==> config.mk <==
export PLATFORM = sky130hd
export DESIGN_NAME = pfra_top
export DESIGN_NICKNAME = d
export VERILOG_FILES = /design/src/logic/pfra_pkg.sv /design/src/logic/pfra_top.sv
export SDC_FILE = /design/constraint.sdc
export NUM_CORES = 2
export LEC_CHECK = 0
export BUFFER_PORTS_ARGS = -buffer_cell sky130_fd_sc_hd__buf_2
export CAP_MARGIN = 20
export CORE_ASPECT_RATIO = 0.7
export CORE_MARGIN = 10
export CORE_UTILIZATION = 56
export DETAILED_ROUTE_END_ITERATION = 10
export PLACE_DENSITY = 0.77
export SYNTH_ARGS = -nofsm -noshare
export SYNTH_HDL_FRONTEND = slang
export SYNTH_SLANG_ARGS = --single-unit
==> constraint.sdc <==
create_clock -name i_clk -period 5.7 [get_ports i_clk]
set_input_delay 0.285 -clock i_clk [delete_from_list [all_inputs] [get_ports i_clk]]
set_output_delay 0.285 -clock i_clk [all_outputs]
set_load 0.02 [all_outputs]
==> src/logic/pfra_pkg.sv <==
`default_nettype none
package pfra_pkg;
  // register byte addresses
  localparam logic [11:0] PFRA_ADDR_ROUTE_MAP = 12'h0D8;
  localparam logic [11:0] PFRA_ADDR_ACCESS = 12'h0DC;
  // route map layout: 3-bit selector per 4-bit field, top bit reserved
  localparam logic [31:0] PFRA_ROUTE_MAP_RESET = 32'h0000_0000;
  localparam logic [31:0] PFRA_ROUTE_MAP_MASK = 32'h7777_7777;
  localparam int PFRA_SEL_W = 3;
  localparam int PFRA_FIELD_W = 4;
  localparam int PFRA_UPPER_BASE = 8;
  // filter compare storage
  localparam int PFRA_NUM_LOC = 16;
  localparam int PFRA_PTR_W = 4;
  localparam logic [3:0] PFRA_PTR_RESET = 4'h0;
  localparam logic [31:0] PFRA_LOC_RESET = 32'h0000_0000;
  localparam logic [31:0] PFRA_RDATA_RESET = 32'h0000_0000;
  // stream path buffering
  localparam int PFRA_DATA_W = 32;
  localparam int PFRA_FIFO_DEPTH = 16;
  localparam logic [2:0] PFRA_PASS_BUFFER = 3'h0;
  typedef logic [PFRA_SEL_W-1:0] pfra_sel_t;
endpackage : pfra_pkg
`default_nettype wire

==> src/logic/pfra_top.sv <==
`timescale 1ns/100ps
`default_nettype none

// ==========================================================
// stream fifo
module pfra_fifo #(
  parameter int WIDTH = 35,
  parameter int DEPTH = 16
) (
  // clock and reset
  input wire logic i_clk,
  input wire logic i_reset_n,
  input wire logic i_clk_en,
  // fill side
  input wire logic i_valid,
  output logic o_ready,
  input wire logic [WIDTH-1:0] i_data,
  // drain side
  output logic o_valid,
  input wire logic i_ready,
  output logic [WIDTH-1:0] o_data
);
  localparam int AW = $clog2(DEPTH);
  logic [WIDTH-1:0] mem [DEPTH];
  logic [AW-1:0] wr_idx;
  logic [AW-1:0] rd_idx;
  logic [AW:0] count;
  logic push;
  logic pop;

  assign o_ready = (count != (AW+1)'(DEPTH));
  assign o_valid = (count != '0);
  assign o_data = mem[rd_idx];
  assign push = i_clk_en && i_valid && o_ready;
  assign pop = i_clk_en && o_valid && i_ready;

  always_ff @(posedge i_clk) begin
    if (push) begin
      mem[wr_idx] <= i_data;
    end
  end

  always_ff @(posedge i_clk or negedge i_reset_n) begin
    if (!i_reset_n) begin
      wr_idx <= '0;
      rd_idx <= '0;
      count <= '0;
    end else begin
      if (push) begin
        wr_idx <= (wr_idx == AW'(DEPTH-1)) ? '0 : wr_idx + 1'b1;
      end
      if (pop) begin
        rd_idx <= (rd_idx == AW'(DEPTH-1)) ? '0 : rd_idx + 1'b1;
      end
      count <= count + (AW+1)'(push) - (AW+1)'(pop);
    end
  end
endmodule : pfra_fifo

// ==========================================================
// route map and filter access port
// Function
// - reserved map bits ignore writes and read back as zero.
// - eight 3-bit selectors, locations 15 down to 8, reset zero.
// - when enabled, matched stream data goes to selected buffer.
// - disabled, access port write updates location at write pointer.
// - enabled, access port writes are discarded.
// - access port read returns location at read pointer.
// - disabled, each access port write advances write pointer by one.
// - disabled reads advance read pointer; enabled reads leave it.
// - enabling the filter resets the read pointer to zero.
// - compare uses only mask-one bits; zero mask passes all.
module pfra_top (
  // clock and reset
  input wire logic i_clk,
  input wire logic i_reset_n,
  input wire logic i_clk_en,
  // register port
  input wire logic [11:0] i_reg_addr,
  input wire logic i_reg_wr,
  input wire logic i_reg_rd,
  input wire logic [31:0] i_reg_wdata,
  output logic [31:0] o_reg_rdata,
  // filter control from the rest of the filter
  input wire logic i_filter_enable_flag,
  input wire logic [31:0] i_compare_mask,
  input wire logic [31:0] i_route_map_lower,
  output logic [pfra_pkg::PFRA_PTR_W-1:0] o_filter_write_pointer,
  output logic [pfra_pkg::PFRA_PTR_W-1:0] o_filter_read_pointer,
  // incoming stream
  input wire logic i_stream_valid,
  output logic o_stream_ready,
  input wire logic [31:0] i_stream_pid,
  input wire logic [pfra_pkg::PFRA_DATA_W-1:0] i_stream_data,
  // routed output
  output logic o_route_valid,
  input wire logic i_route_ready,
  output logic [pfra_pkg::PFRA_SEL_W-1:0] o_route_buffer,
  output logic [pfra_pkg::PFRA_DATA_W-1:0] o_route_data
);
  import pfra_pkg::*;

  logic [31:0] pid_route_map_upper;
  logic [PFRA_NUM_LOC-1:0][31:0] cmp_loc;
  logic [PFRA_PTR_W-1:0] wr_ptr;
  logic [PFRA_PTR_W-1:0] rd_ptr;
  logic enable_q;
  logic map_wr;
  logic acc_wr;
  logic acc_rd;
  logic enable_rise;
  logic [31:0] rd_word;
  logic [PFRA_NUM_LOC-1:0] hit_vec;
  logic hit;
  pfra_sel_t hit_sel;
  logic keep;
  pfra_sel_t push_sel;

  function automatic logic pid_match(input logic [31:0] loc, input logic [31:0] pid,
                                     input logic [31:0] mask);
    return ((loc ^ pid) & mask) == 32'h0000_0000;
  endfunction : pid_match

  function automatic pfra_sel_t sel_of(input int idx, input logic [31:0] lower,
                                       input logic [31:0] upper);
    logic [31:0] word;
    word = (idx >= PFRA_UPPER_BASE) ? upper : lower;
    return word[((idx % PFRA_UPPER_BASE) * PFRA_FIELD_W) +: PFRA_SEL_W];
  endfunction : sel_of

  assign map_wr = i_clk_en && i_reg_wr && (i_reg_addr == PFRA_ADDR_ROUTE_MAP);
  assign acc_wr = i_clk_en && i_reg_wr && (i_reg_addr == PFRA_ADDR_ACCESS);
  assign acc_rd = i_clk_en && i_reg_rd && (i_reg_addr == PFRA_ADDR_ACCESS);
  assign enable_rise = i_filter_enable_flag && !enable_q;
  assign rd_word = cmp_loc[rd_ptr];
  assign o_filter_write_pointer = wr_ptr;
  assign o_filter_read_pointer = rd_ptr;

  // ==========================================================
  // route map register
  // masked store
  always_ff @(posedge i_clk or negedge i_reset_n) begin
    if (!i_reset_n) begin
      pid_route_map_upper <= PFRA_ROUTE_MAP_RESET;
    end else if (map_wr) begin
      pid_route_map_upper <= i_reg_wdata & PFRA_ROUTE_MAP_MASK;
    end
  end

  // ==========================================================
  // compare locations and pointers
  // write only while disabled
  always_ff @(posedge i_clk or negedge i_reset_n) begin
    if (!i_reset_n) begin
      cmp_loc <= {PFRA_NUM_LOC{PFRA_LOC_RESET}};
    end else if (acc_wr && !i_filter_enable_flag) begin
      cmp_loc[wr_ptr] <= i_reg_wdata;
    end
  end

  always_ff @(posedge i_clk or negedge i_reset_n) begin
    if (!i_reset_n) begin
      enable_q <= 1'b0;
    end else if (i_clk_en) begin
      enable_q <= i_filter_enable_flag;
    end
  end

  // write pointer, held at zero while enabled
  always_ff @(posedge i_clk or negedge i_reset_n) begin
    if (!i_reset_n) begin
      wr_ptr <= PFRA_PTR_RESET;
    end else if (i_clk_en && i_filter_enable_flag) begin
      wr_ptr <= PFRA_PTR_RESET;
    end else if (acc_wr) begin
      wr_ptr <= wr_ptr + 1'b1;
    end
  end

  always_ff @(posedge i_clk or negedge i_reset_n) begin
    if (!i_reset_n) begin
      rd_ptr <= PFRA_PTR_RESET;
    end else if (i_clk_en && enable_rise) begin
      rd_ptr <= PFRA_PTR_RESET;
    end else if (acc_rd && !i_filter_enable_flag) begin
      rd_ptr <= rd_ptr + 1'b1;
    end
  end

  // read data, one cycle after the strobe
  always_ff @(posedge i_clk or negedge i_reset_n) begin
    if (!i_reset_n) begin
      o_reg_rdata <= PFRA_RDATA_RESET;
    end else if (i_clk_en && i_reg_rd) begin
      unique case (i_reg_addr)
        PFRA_ADDR_ROUTE_MAP: o_reg_rdata <= pid_route_map_upper & PFRA_ROUTE_MAP_MASK;
        PFRA_ADDR_ACCESS: o_reg_rdata <= rd_word;
        default: o_reg_rdata <= PFRA_RDATA_RESET;
      endcase
    end
  end

  // ==========================================================
  // stream matching and routing
  // masked compare, lowest location wins
  always_comb begin
    hit_vec = '0;
    hit_sel = PFRA_PASS_BUFFER;
    for (int k = PFRA_NUM_LOC - 1; k >= 0; k--) begin
      hit_vec[k] = pid_match(cmp_loc[k], i_stream_pid, i_compare_mask);
      if (hit_vec[k]) begin
        hit_sel = sel_of(k, i_route_map_lower, pid_route_map_upper);
      end
    end
  end

  // unmatched data is dropped while enabled; disabled data passes unfiltered
  assign hit = |hit_vec;
  assign keep = !i_filter_enable_flag || hit;
  assign push_sel = i_filter_enable_flag ? hit_sel : PFRA_PASS_BUFFER;

  // back-pressure reaches the source through the fifo ready
  pfra_fifo #(
    .WIDTH(PFRA_SEL_W + PFRA_DATA_W),
    .DEPTH(PFRA_FIFO_DEPTH)
  ) u_fifo (
    .i_clk(i_clk),
    .i_reset_n(i_reset_n),
    .i_clk_en(i_clk_en),
    .i_valid(i_stream_valid && keep),
    .o_ready(o_stream_ready),
    .i_data({push_sel, i_stream_data}),
    .o_valid(o_route_valid),
    .i_ready(i_route_ready),
    .o_data({o_route_buffer, o_route_data})
  );

  // ==========================================================
  // checks
  a_resvd_read_zero: assert property (
    @(posedge i_clk) disable iff (!i_reset_n)
    (i_clk_en && i_reg_rd && i_reg_addr == PFRA_ADDR_ROUTE_MAP)
      |=> (o_reg_rdata & ~PFRA_ROUTE_MAP_MASK) == 32'h0000_0000)
    else $error("reserved route map bits read nonzero");
  a_map_write_keep: assert property (
    @(posedge i_clk) disable iff (!i_reset_n)
    map_wr |=> pid_route_map_upper == ($past(i_reg_wdata) & PFRA_ROUTE_MAP_MASK))
    else $error("route map write not stored");
  a_acc_write_upd: assert property (
    @(posedge i_clk) disable iff (!i_reset_n)
    (acc_wr && !i_filter_enable_flag) |=> cmp_loc[$past(wr_ptr)] == $past(i_reg_wdata))
    else $error("access write did not update location");
  a_acc_write_drop: assert property (
    @(posedge i_clk) disable iff (!i_reset_n)
    (acc_wr && i_filter_enable_flag) |=> $stable(cmp_loc))
    else $error("access write changed locations while enabled");
  a_acc_read_data: assert property (
    @(posedge i_clk) disable iff (!i_reset_n)
    acc_rd |=> o_reg_rdata == $past(rd_word))
    else $error("access read returned wrong location");
  a_wr_ptr_step: assert property (
    @(posedge i_clk) disable iff (!i_reset_n)
    (acc_wr && !i_filter_enable_flag) |=> wr_ptr == $past(wr_ptr) + 4'h1)
    else $error("write pointer did not advance");
  a_rd_ptr_hold: assert property (
    @(posedge i_clk) disable iff (!i_reset_n)
    (acc_rd && i_filter_enable_flag && enable_q) |=> $stable(rd_ptr))
    else $error("read pointer moved while enabled");
  a_rd_ptr_clear: assert property (
    @(posedge i_clk) disable iff (!i_reset_n)
    (i_clk_en && enable_rise) |=> rd_ptr == 4'h0)
    else $error("read pointer not cleared on enable");
  a_mask_zero_pass: assert property (
    @(posedge i_clk) disable iff (!i_reset_n)
    (i_compare_mask == 32'h0000_0000) |-> hit_vec == 16'hFFFF)
    else $error("zero mask blocked a pid");
  a_lowest_route: assert property (
    @(posedge i_clk) disable iff (!i_reset_n)
    (i_filter_enable_flag && hit_vec[0]) |-> push_sel == i_route_map_lower[2:0])
    else $error("lowest match did not choose route");
endmodule : pfra_top
`default_nettype wire

# After elaboration in Yosys (flattened, before gate mapping)
# Memory sizes are Yosys's and may differ from the RTL's.
# Index checks and enable logic that the tools add are counted.
[totals]
reg_bits = 590
ram_bits = 560
input_bits = 180
out_inout_bits = 77
word_cells = 141
n_memories = 1
[memory_table]
columns = ["memory", "words", "width", "read_ports", "rd_clocked_by_memory_dff", "wr", "line_no", "source"]
rows = [
  ["u_fifo.mem", 16, 35, 1, 0, 1, "pfra_top.sv:24", "logic [WIDTH-1:0] mem [DEPTH];"],
]
[op_classes]
addsub = 6
magnitude_cmp = 3
n_eq_ne = 5
mux = 31
bitwise = 32
reduce_logical = 39
[op_table]
columns = ["operator", "n"]
rows = [
  ["AND 32 bit", 16],
  ["bitwise mux 512 bit", 1],
  ["zero test 32 bit", 16],
  ["bitwise XOR 32 bit", 16],
  ["binary-select mux 32 bit (select 4 bit)", 1],
  ["demux 32 bit (select 4 bit)", 1],
  ["two-way mux 32 bit", 2],
  ["case mux 32 bit (2 select lines)", 1],
  ["two-way mux 3 bit", 17],
  ["== test 12 x 8 -> 1 bit (second input constant)", 2],
  ["two-way mux 4 bit", 6],
  ["adder 4 x 1 -> 4 bit (second input constant)", 4],
  ["logical AND 1 bit", 16],
  ["OR reduction 16 bit", 1],
  ["less-than comparator 4 x 5 -> 1 bit (second input constant)", 2],
  ["== test 4 bit (second input constant)", 2],
  ["adder 5 x 1 -> 5 bit", 1],
  ["inequality test 5 bit (second input constant)", 1],
  ["nonzero test 5 bit", 1],
  ["subtractor 5 x 1 -> 5 bit", 1],
  [">= comparator 4 x 1 -> 1 bit (second input constant)", 1],
  ["nonzero test 2 bit", 2],
  ["zero test 1 bit", 2],
  ["two-way mux 1 bit", 2],
  ["logical OR 1 bit", 1],
]

# Logic depth before layout (Yosys ltp)
[depth]
ltp_word = 20
ltp_mapped = 19

# Cells and area by module
# Synthesis repeated with hierarchy kept, for this count alone.
[unflattened]
cells_unflattened = 3746
area_unflattened_um2 = 56410.4
[modules_own_cells]
columns = ["mod", "n_inst", "cells_each", "area_per_inst_um2", "seq_area_each_um2"]
rows = [
  ["pfra_top", 1, 2646, 34174.0, 14438.8],
  ["pfra_fifo", 1, 1100, 22236.3, 17141.4],
]

# Least setup slack after synthesis
# No wires, ideal clock.
[synth_path]
kind = "input to register"
from = "input port i_stream_pid[2]"
to = "memory u_fifo.mem[3][0], enable pin"
setup_ns = 0.515
arrival_time_ns = 5.425
t_required_ns = 5.185
setup_slack_ns = -0.240
stages = 11
n_path_buf = 3
path_cell_list = "buf_2 > buf_6 > xor2_1 > a22oi_1 > nand4_1 > nor4_1 > nor2_1 > nand3_1 > o31ai_1 > buf_2 > nor4_1"
[synth_via]
elab_chain_len = 10
[synth_lines]
columns = ["element", "line_no", "source"]
rows = [
  ["from (decl)", "pfra_top.sv:93", "input wire logic [31:0] i_stream_pid,"],
  ["bitwise XOR 32 bit", "pfra_top.sv:121", "return ((loc ^ pid) & mask) == 32'h0000_0000;"],
  ["AND 32 bit", "pfra_top.sv:121", ""],
  ["zero test 32 bit", "pfra_top.sv:121", ""],
  ["OR reduction 16 bit *", "pfra_top.sv:218", "assign hit = |hit_vec;"],
  ["logical OR 1 bit *", "pfra_top.sv:219", "assign keep = !i_filter_enable_flag || hit;"],
  ["logical AND 1 bit *", "pfra_top.sv:230", ".i_valid(i_stream_valid && keep),"],
  ["logical AND 1 bit * (2 in a row)", "pfra_top.sv:34", "assign push = i_clk_en && i_valid && o_ready;"],
  ["two-way mux 1 bit *", "pfra_top.sv:38", "if (push) begin"],
  ["two-way mux 1 bit (implied by the code) *", "pfra_top.sv:39", "mem[wr_idx] <= i_data;"],
  ["to (decl)", "pfra_top.sv:24", ""],
]
# Mark *: on every way between the ends. The rest lies on a longest branch, timed or not.

# Final worst setup path
[layout_path]
from = "register cmp_loc[322] (netlist name)"
to = "memory u_fifo.mem[10][26], enable pin"
[layout_via]
elab_chain_len = 10
[layout_lines]
columns = ["element", "line_no", "source"]
rows = [
  ["from (decl)", "pfra_top.sv:104", "logic [PFRA_NUM_LOC-1:0][31:0] cmp_loc;"],
  ["from (signal assigned)", "pfra_top.sv:155", "cmp_loc <= {PFRA_NUM_LOC{PFRA_LOC_RESET}};"],
  ["from (signal, indexed assignment)", "pfra_top.sv:157", "cmp_loc[wr_ptr] <= i_reg_wdata;"],
  ["bitwise XOR 32 bit", "pfra_top.sv:121", ""],
  ["AND 32 bit", "pfra_top.sv:121", ""],
  ["zero test 32 bit", "pfra_top.sv:121", ""],
  ["OR reduction 16 bit", "pfra_top.sv:218", ""],
  ["logical OR 1 bit", "pfra_top.sv:219", ""],
  ["logical AND 1 bit", "pfra_top.sv:230", ""],
  ["logical AND 1 bit (2 in a row)", "pfra_top.sv:34", ""],
  ["two-way mux 1 bit", "pfra_top.sv:38", ""],
  ["two-way mux 1 bit (implied by the code)", "pfra_top.sv:39", ""],
]
# Every way passes these cells.

==> results.cfg <==
[outcome]
outcome = finished, final reports clean

[worst_setup_path]
r2r_slack_ps = 1220
worstSetupPathType = register to register
required_ps = 6080
reg2regPathDepth = 10
crit_path_end_kind = register
critPathLaunchType = register
cp.arrival_ps = 4860
path_max_fanout = 24
endpoint = u_fifo.mem[10][26]
r2r_start = cmp_loc[322]
regToRegEndpoint = u_fifo.mem[10][26]
startpoint = cmp_loc[322]

[floorplan]
die_area_um2 = 112900
coreArea_um2 = 98370
dieHeight_um = 284.1
pin_count = 257
die_w_um = 397.3
fp-row-count = 96
initial_core_util_pct = 56.72

[drt]
drc = 0
ant_nets = 0
finalWirelength_mm = 169.3
routedWlPerCell_um = 33.34
first_pass_iters = 5
via_per_inst = 6.703
via_count = 34047
drt_iter0_markers = 4482

[power]
power-per-cell-area_nw_per_um2 = 334.9
peakVddDrop_v = 0.0006339
cellLeakagePower_nw = 26.39
p_switching_mw = 5.816
pwr-share-seq_pct = 43.8
p_comb_share_pct = 19.4
netSwitchingFraction_pct = 27.90
p_clk_share_pct = 36.8
intPower_mw = 15.03

[global_routing]
grtUsageTotal_pct = 29.52
grt_pass1_vias = 34050
antenna_found_initial = 42
overflow = 0
grt_pass1_wl_mm = 245.3
grt_max_degree = 138

[clock_tree]
cts_buffer_depth = 3
postCtsSetupRepairBufs = 0
cts_sinks = 1150
cts_tree = built
cts.clk_slew.worst_paths_ps = 60
htree_levels = 3
insertion_delay_ps = 750
root_buffer = clkbuf_16
cts_inserted_buffers = 105

[place]
dpl_cell_area_um2 = 58030
place_congestion = 0.9725
dp_hpwl_mm = 111.2
dp.cells = 4834
io_buffer_count = 248

[logic_synthesis]
netlist_instances = 3503
synth_edf_count = 560
synth.most_common_cell = dfrtp_1
post-synth-top-area-fraction_pct = 30.14
ys_ff_latch = 1150
async_flop_share_pct = 51.30
synth.net_count = 3700
synthFlopType = dfrtp_1
yosys-top-cells-area = edfxtp_1 30%, dfrtp_1 26%, mux4_2 13%
yosys_warnings = 0
synthTopCellsByCount = 590 x dfrtp_1, 560 x edfxtp_1, 539 x mux2_2, 513 x xor2_1, 334 x mux4_2
yosysSeqAreaShare_pct = 56.60
avgSynthCellArea_um2 = 15.93
netlist_area_um2 = 55800
synth.distinct_cells = 61
synth_area_leader_cell = edfxtp_1

[timing]
slew_violations = 0
tns_ps = 0
max_freq_ghz = 0.2230
min_period_ps = 4484
rsz0062_at_grt = no
tightest_slew_ps = 1205
relSlewSlack_pct = 19.39
finalHoldViolations = 0
finalSetupViolCount = 0
skew_ps = 66.95
whs_ps = 53.75
finalCritPeriodShare_pct = 78.67

[finish]
instances_no_fill = 5079
final_util_pct = 63.26
area_growth_pct = 11.53
n_fill_cell = 6955
drive_gt1_share_pct = 38.00
nets = 3855
design_area_um2 = 62230

[job]
cap_violations = 0

[worst_hold_path]
hold_path_class = primary input to register
## worst min-delay path by stage
stage	to	slack, ps	depth (start not counted)	startpoint
finish	cmp_loc[23]	50	2	i_reg_wdata[23]
global route	cmp_loc[23]	50	2	i_reg_wdata[23]
CTS	cmp_loc[23]	10	2	i_reg_wdata[23]
detailed placement	cmp_loc[153]	370	1	i_reset_n
global placement	cmp_loc[185]	370	1	i_reset_n
floorplan	cmp_loc[0]	-10	0	i_reset_n
## routing by layer
layer | wire (um) | vias to the layer above | track usage [%]
li1 | - | 13787 | -
met1 | 70010 | 18003 | 42.93
met2 | 70940 | 1940 | 39.88
met3 | 24940 | 267 | 14.63
met4 | 2979 | 50 | 5.495
met5 | 469 | - | 0.7836
## placed cells by master, fill, tap and decap left out, types with 26 or more instances in the layout
cell type	instances
clkbuf_16	105
dlygate4sd3_1	37
buf_2	247
mux2i_1	26
mux2_2	539
a22oi_1	256
inv_1	28
nand4_1	69
mux4_2	334
o21ai_0	39
edfxtp_1	560
xor2_1	513
buf_4	48
dfrtp_1	582
nand2_1	45
## layout make-up
type	count	area [um^2]	share of cell area (%)
well taps	1323	1655	2.660
flip-flops and latches	1150	31600	50.78
clock inverters	52	739.5	1.188
clock buffers	144	3004	4.827
inverters	28	105.1	0.1689
repair buffers	354	2410	3.872
diodes	9	22.52	0.03619
multi-input cells	2019	22690	36.47
## sequential cells by signal (all words and copies together), names as in the netlist
| signal | cells |
|---|---|
| u_fifo.wr_idx | 4 |
| o_filter_write_pointer | 4 |
| cmp_loc | 512 |
| u_fifo.rd_idx | 4 |
| pid_route_map_upper | 24 |
| u_fifo.count | 5 |
| enable_q | 1 |
| o_filter_read_pointer | 4 |
| o_reg_rdata | 32 |
| u_fifo.mem | 560 |
## power groups by stage
| stage | sequential, mW | clock (mW) | combinational (mW) |
|---|---|---|---|
| 2_1_floorplan | 9.08 | 0 | 2.87 |
| 3_3_place_gp | 9.31 | 0 | 3.85 |
| 3_5_place_dp | 9.33 | 0 | 3.93 |
| 4_1_cts | 9.17 | 7.74 | 4.03 |
| 5_1_grt | 9.16 | 8.05 | 4.27 |
| 6_report | 9.14 | 7.66 | 4.05 |
## stage by stage
stage | total power [mW] | setup WS [ps]
after global placement | 13.17 | 1379
after floorplan | 11.95 | -240.1
after global routing | 21.48 | 1212
after detailed placement | 13.26 | 1228
after CTS | 20.93 | 1429
final | 20.84 | 1216
## cells by family (layout without fill, tap and decap cells)
group | after synthesis | in the layout | synth area share (%)
AO/OA/AOI/OAI | 354 | 354 | 4.610
flip-flops | 1150 | 1150 | 56.60
AND/OR/NAND/NOR | 229 | 229 | 2.460
multiplexers | 901 | 901 | 24.86
buffers and inverters | 334 | 578 | 2.944
other | 0 | 9 | 0
XOR/XNOR | 518 | 518 | 8.131
adder cells (fa/ha/maj) | 17 | 17 | 0.3946
## critical path, stage by stage (launching register included)
cell	delay [ps]
dfrtp_1	410
xor2_1	150
a22oi_1	400
nand4_1	230
nor4_2	1050
or3_1	290
o31ai_2	80
buf_4	190
nor3b_1	430
and2_2	570
buf_12	310
## what timing repair did
item	in CTS	in global routing
hold buffers	37	0
gates resized for setup	0	0
endpoints found under the hold margin	608	0
(Power assumes the default switching activity.)
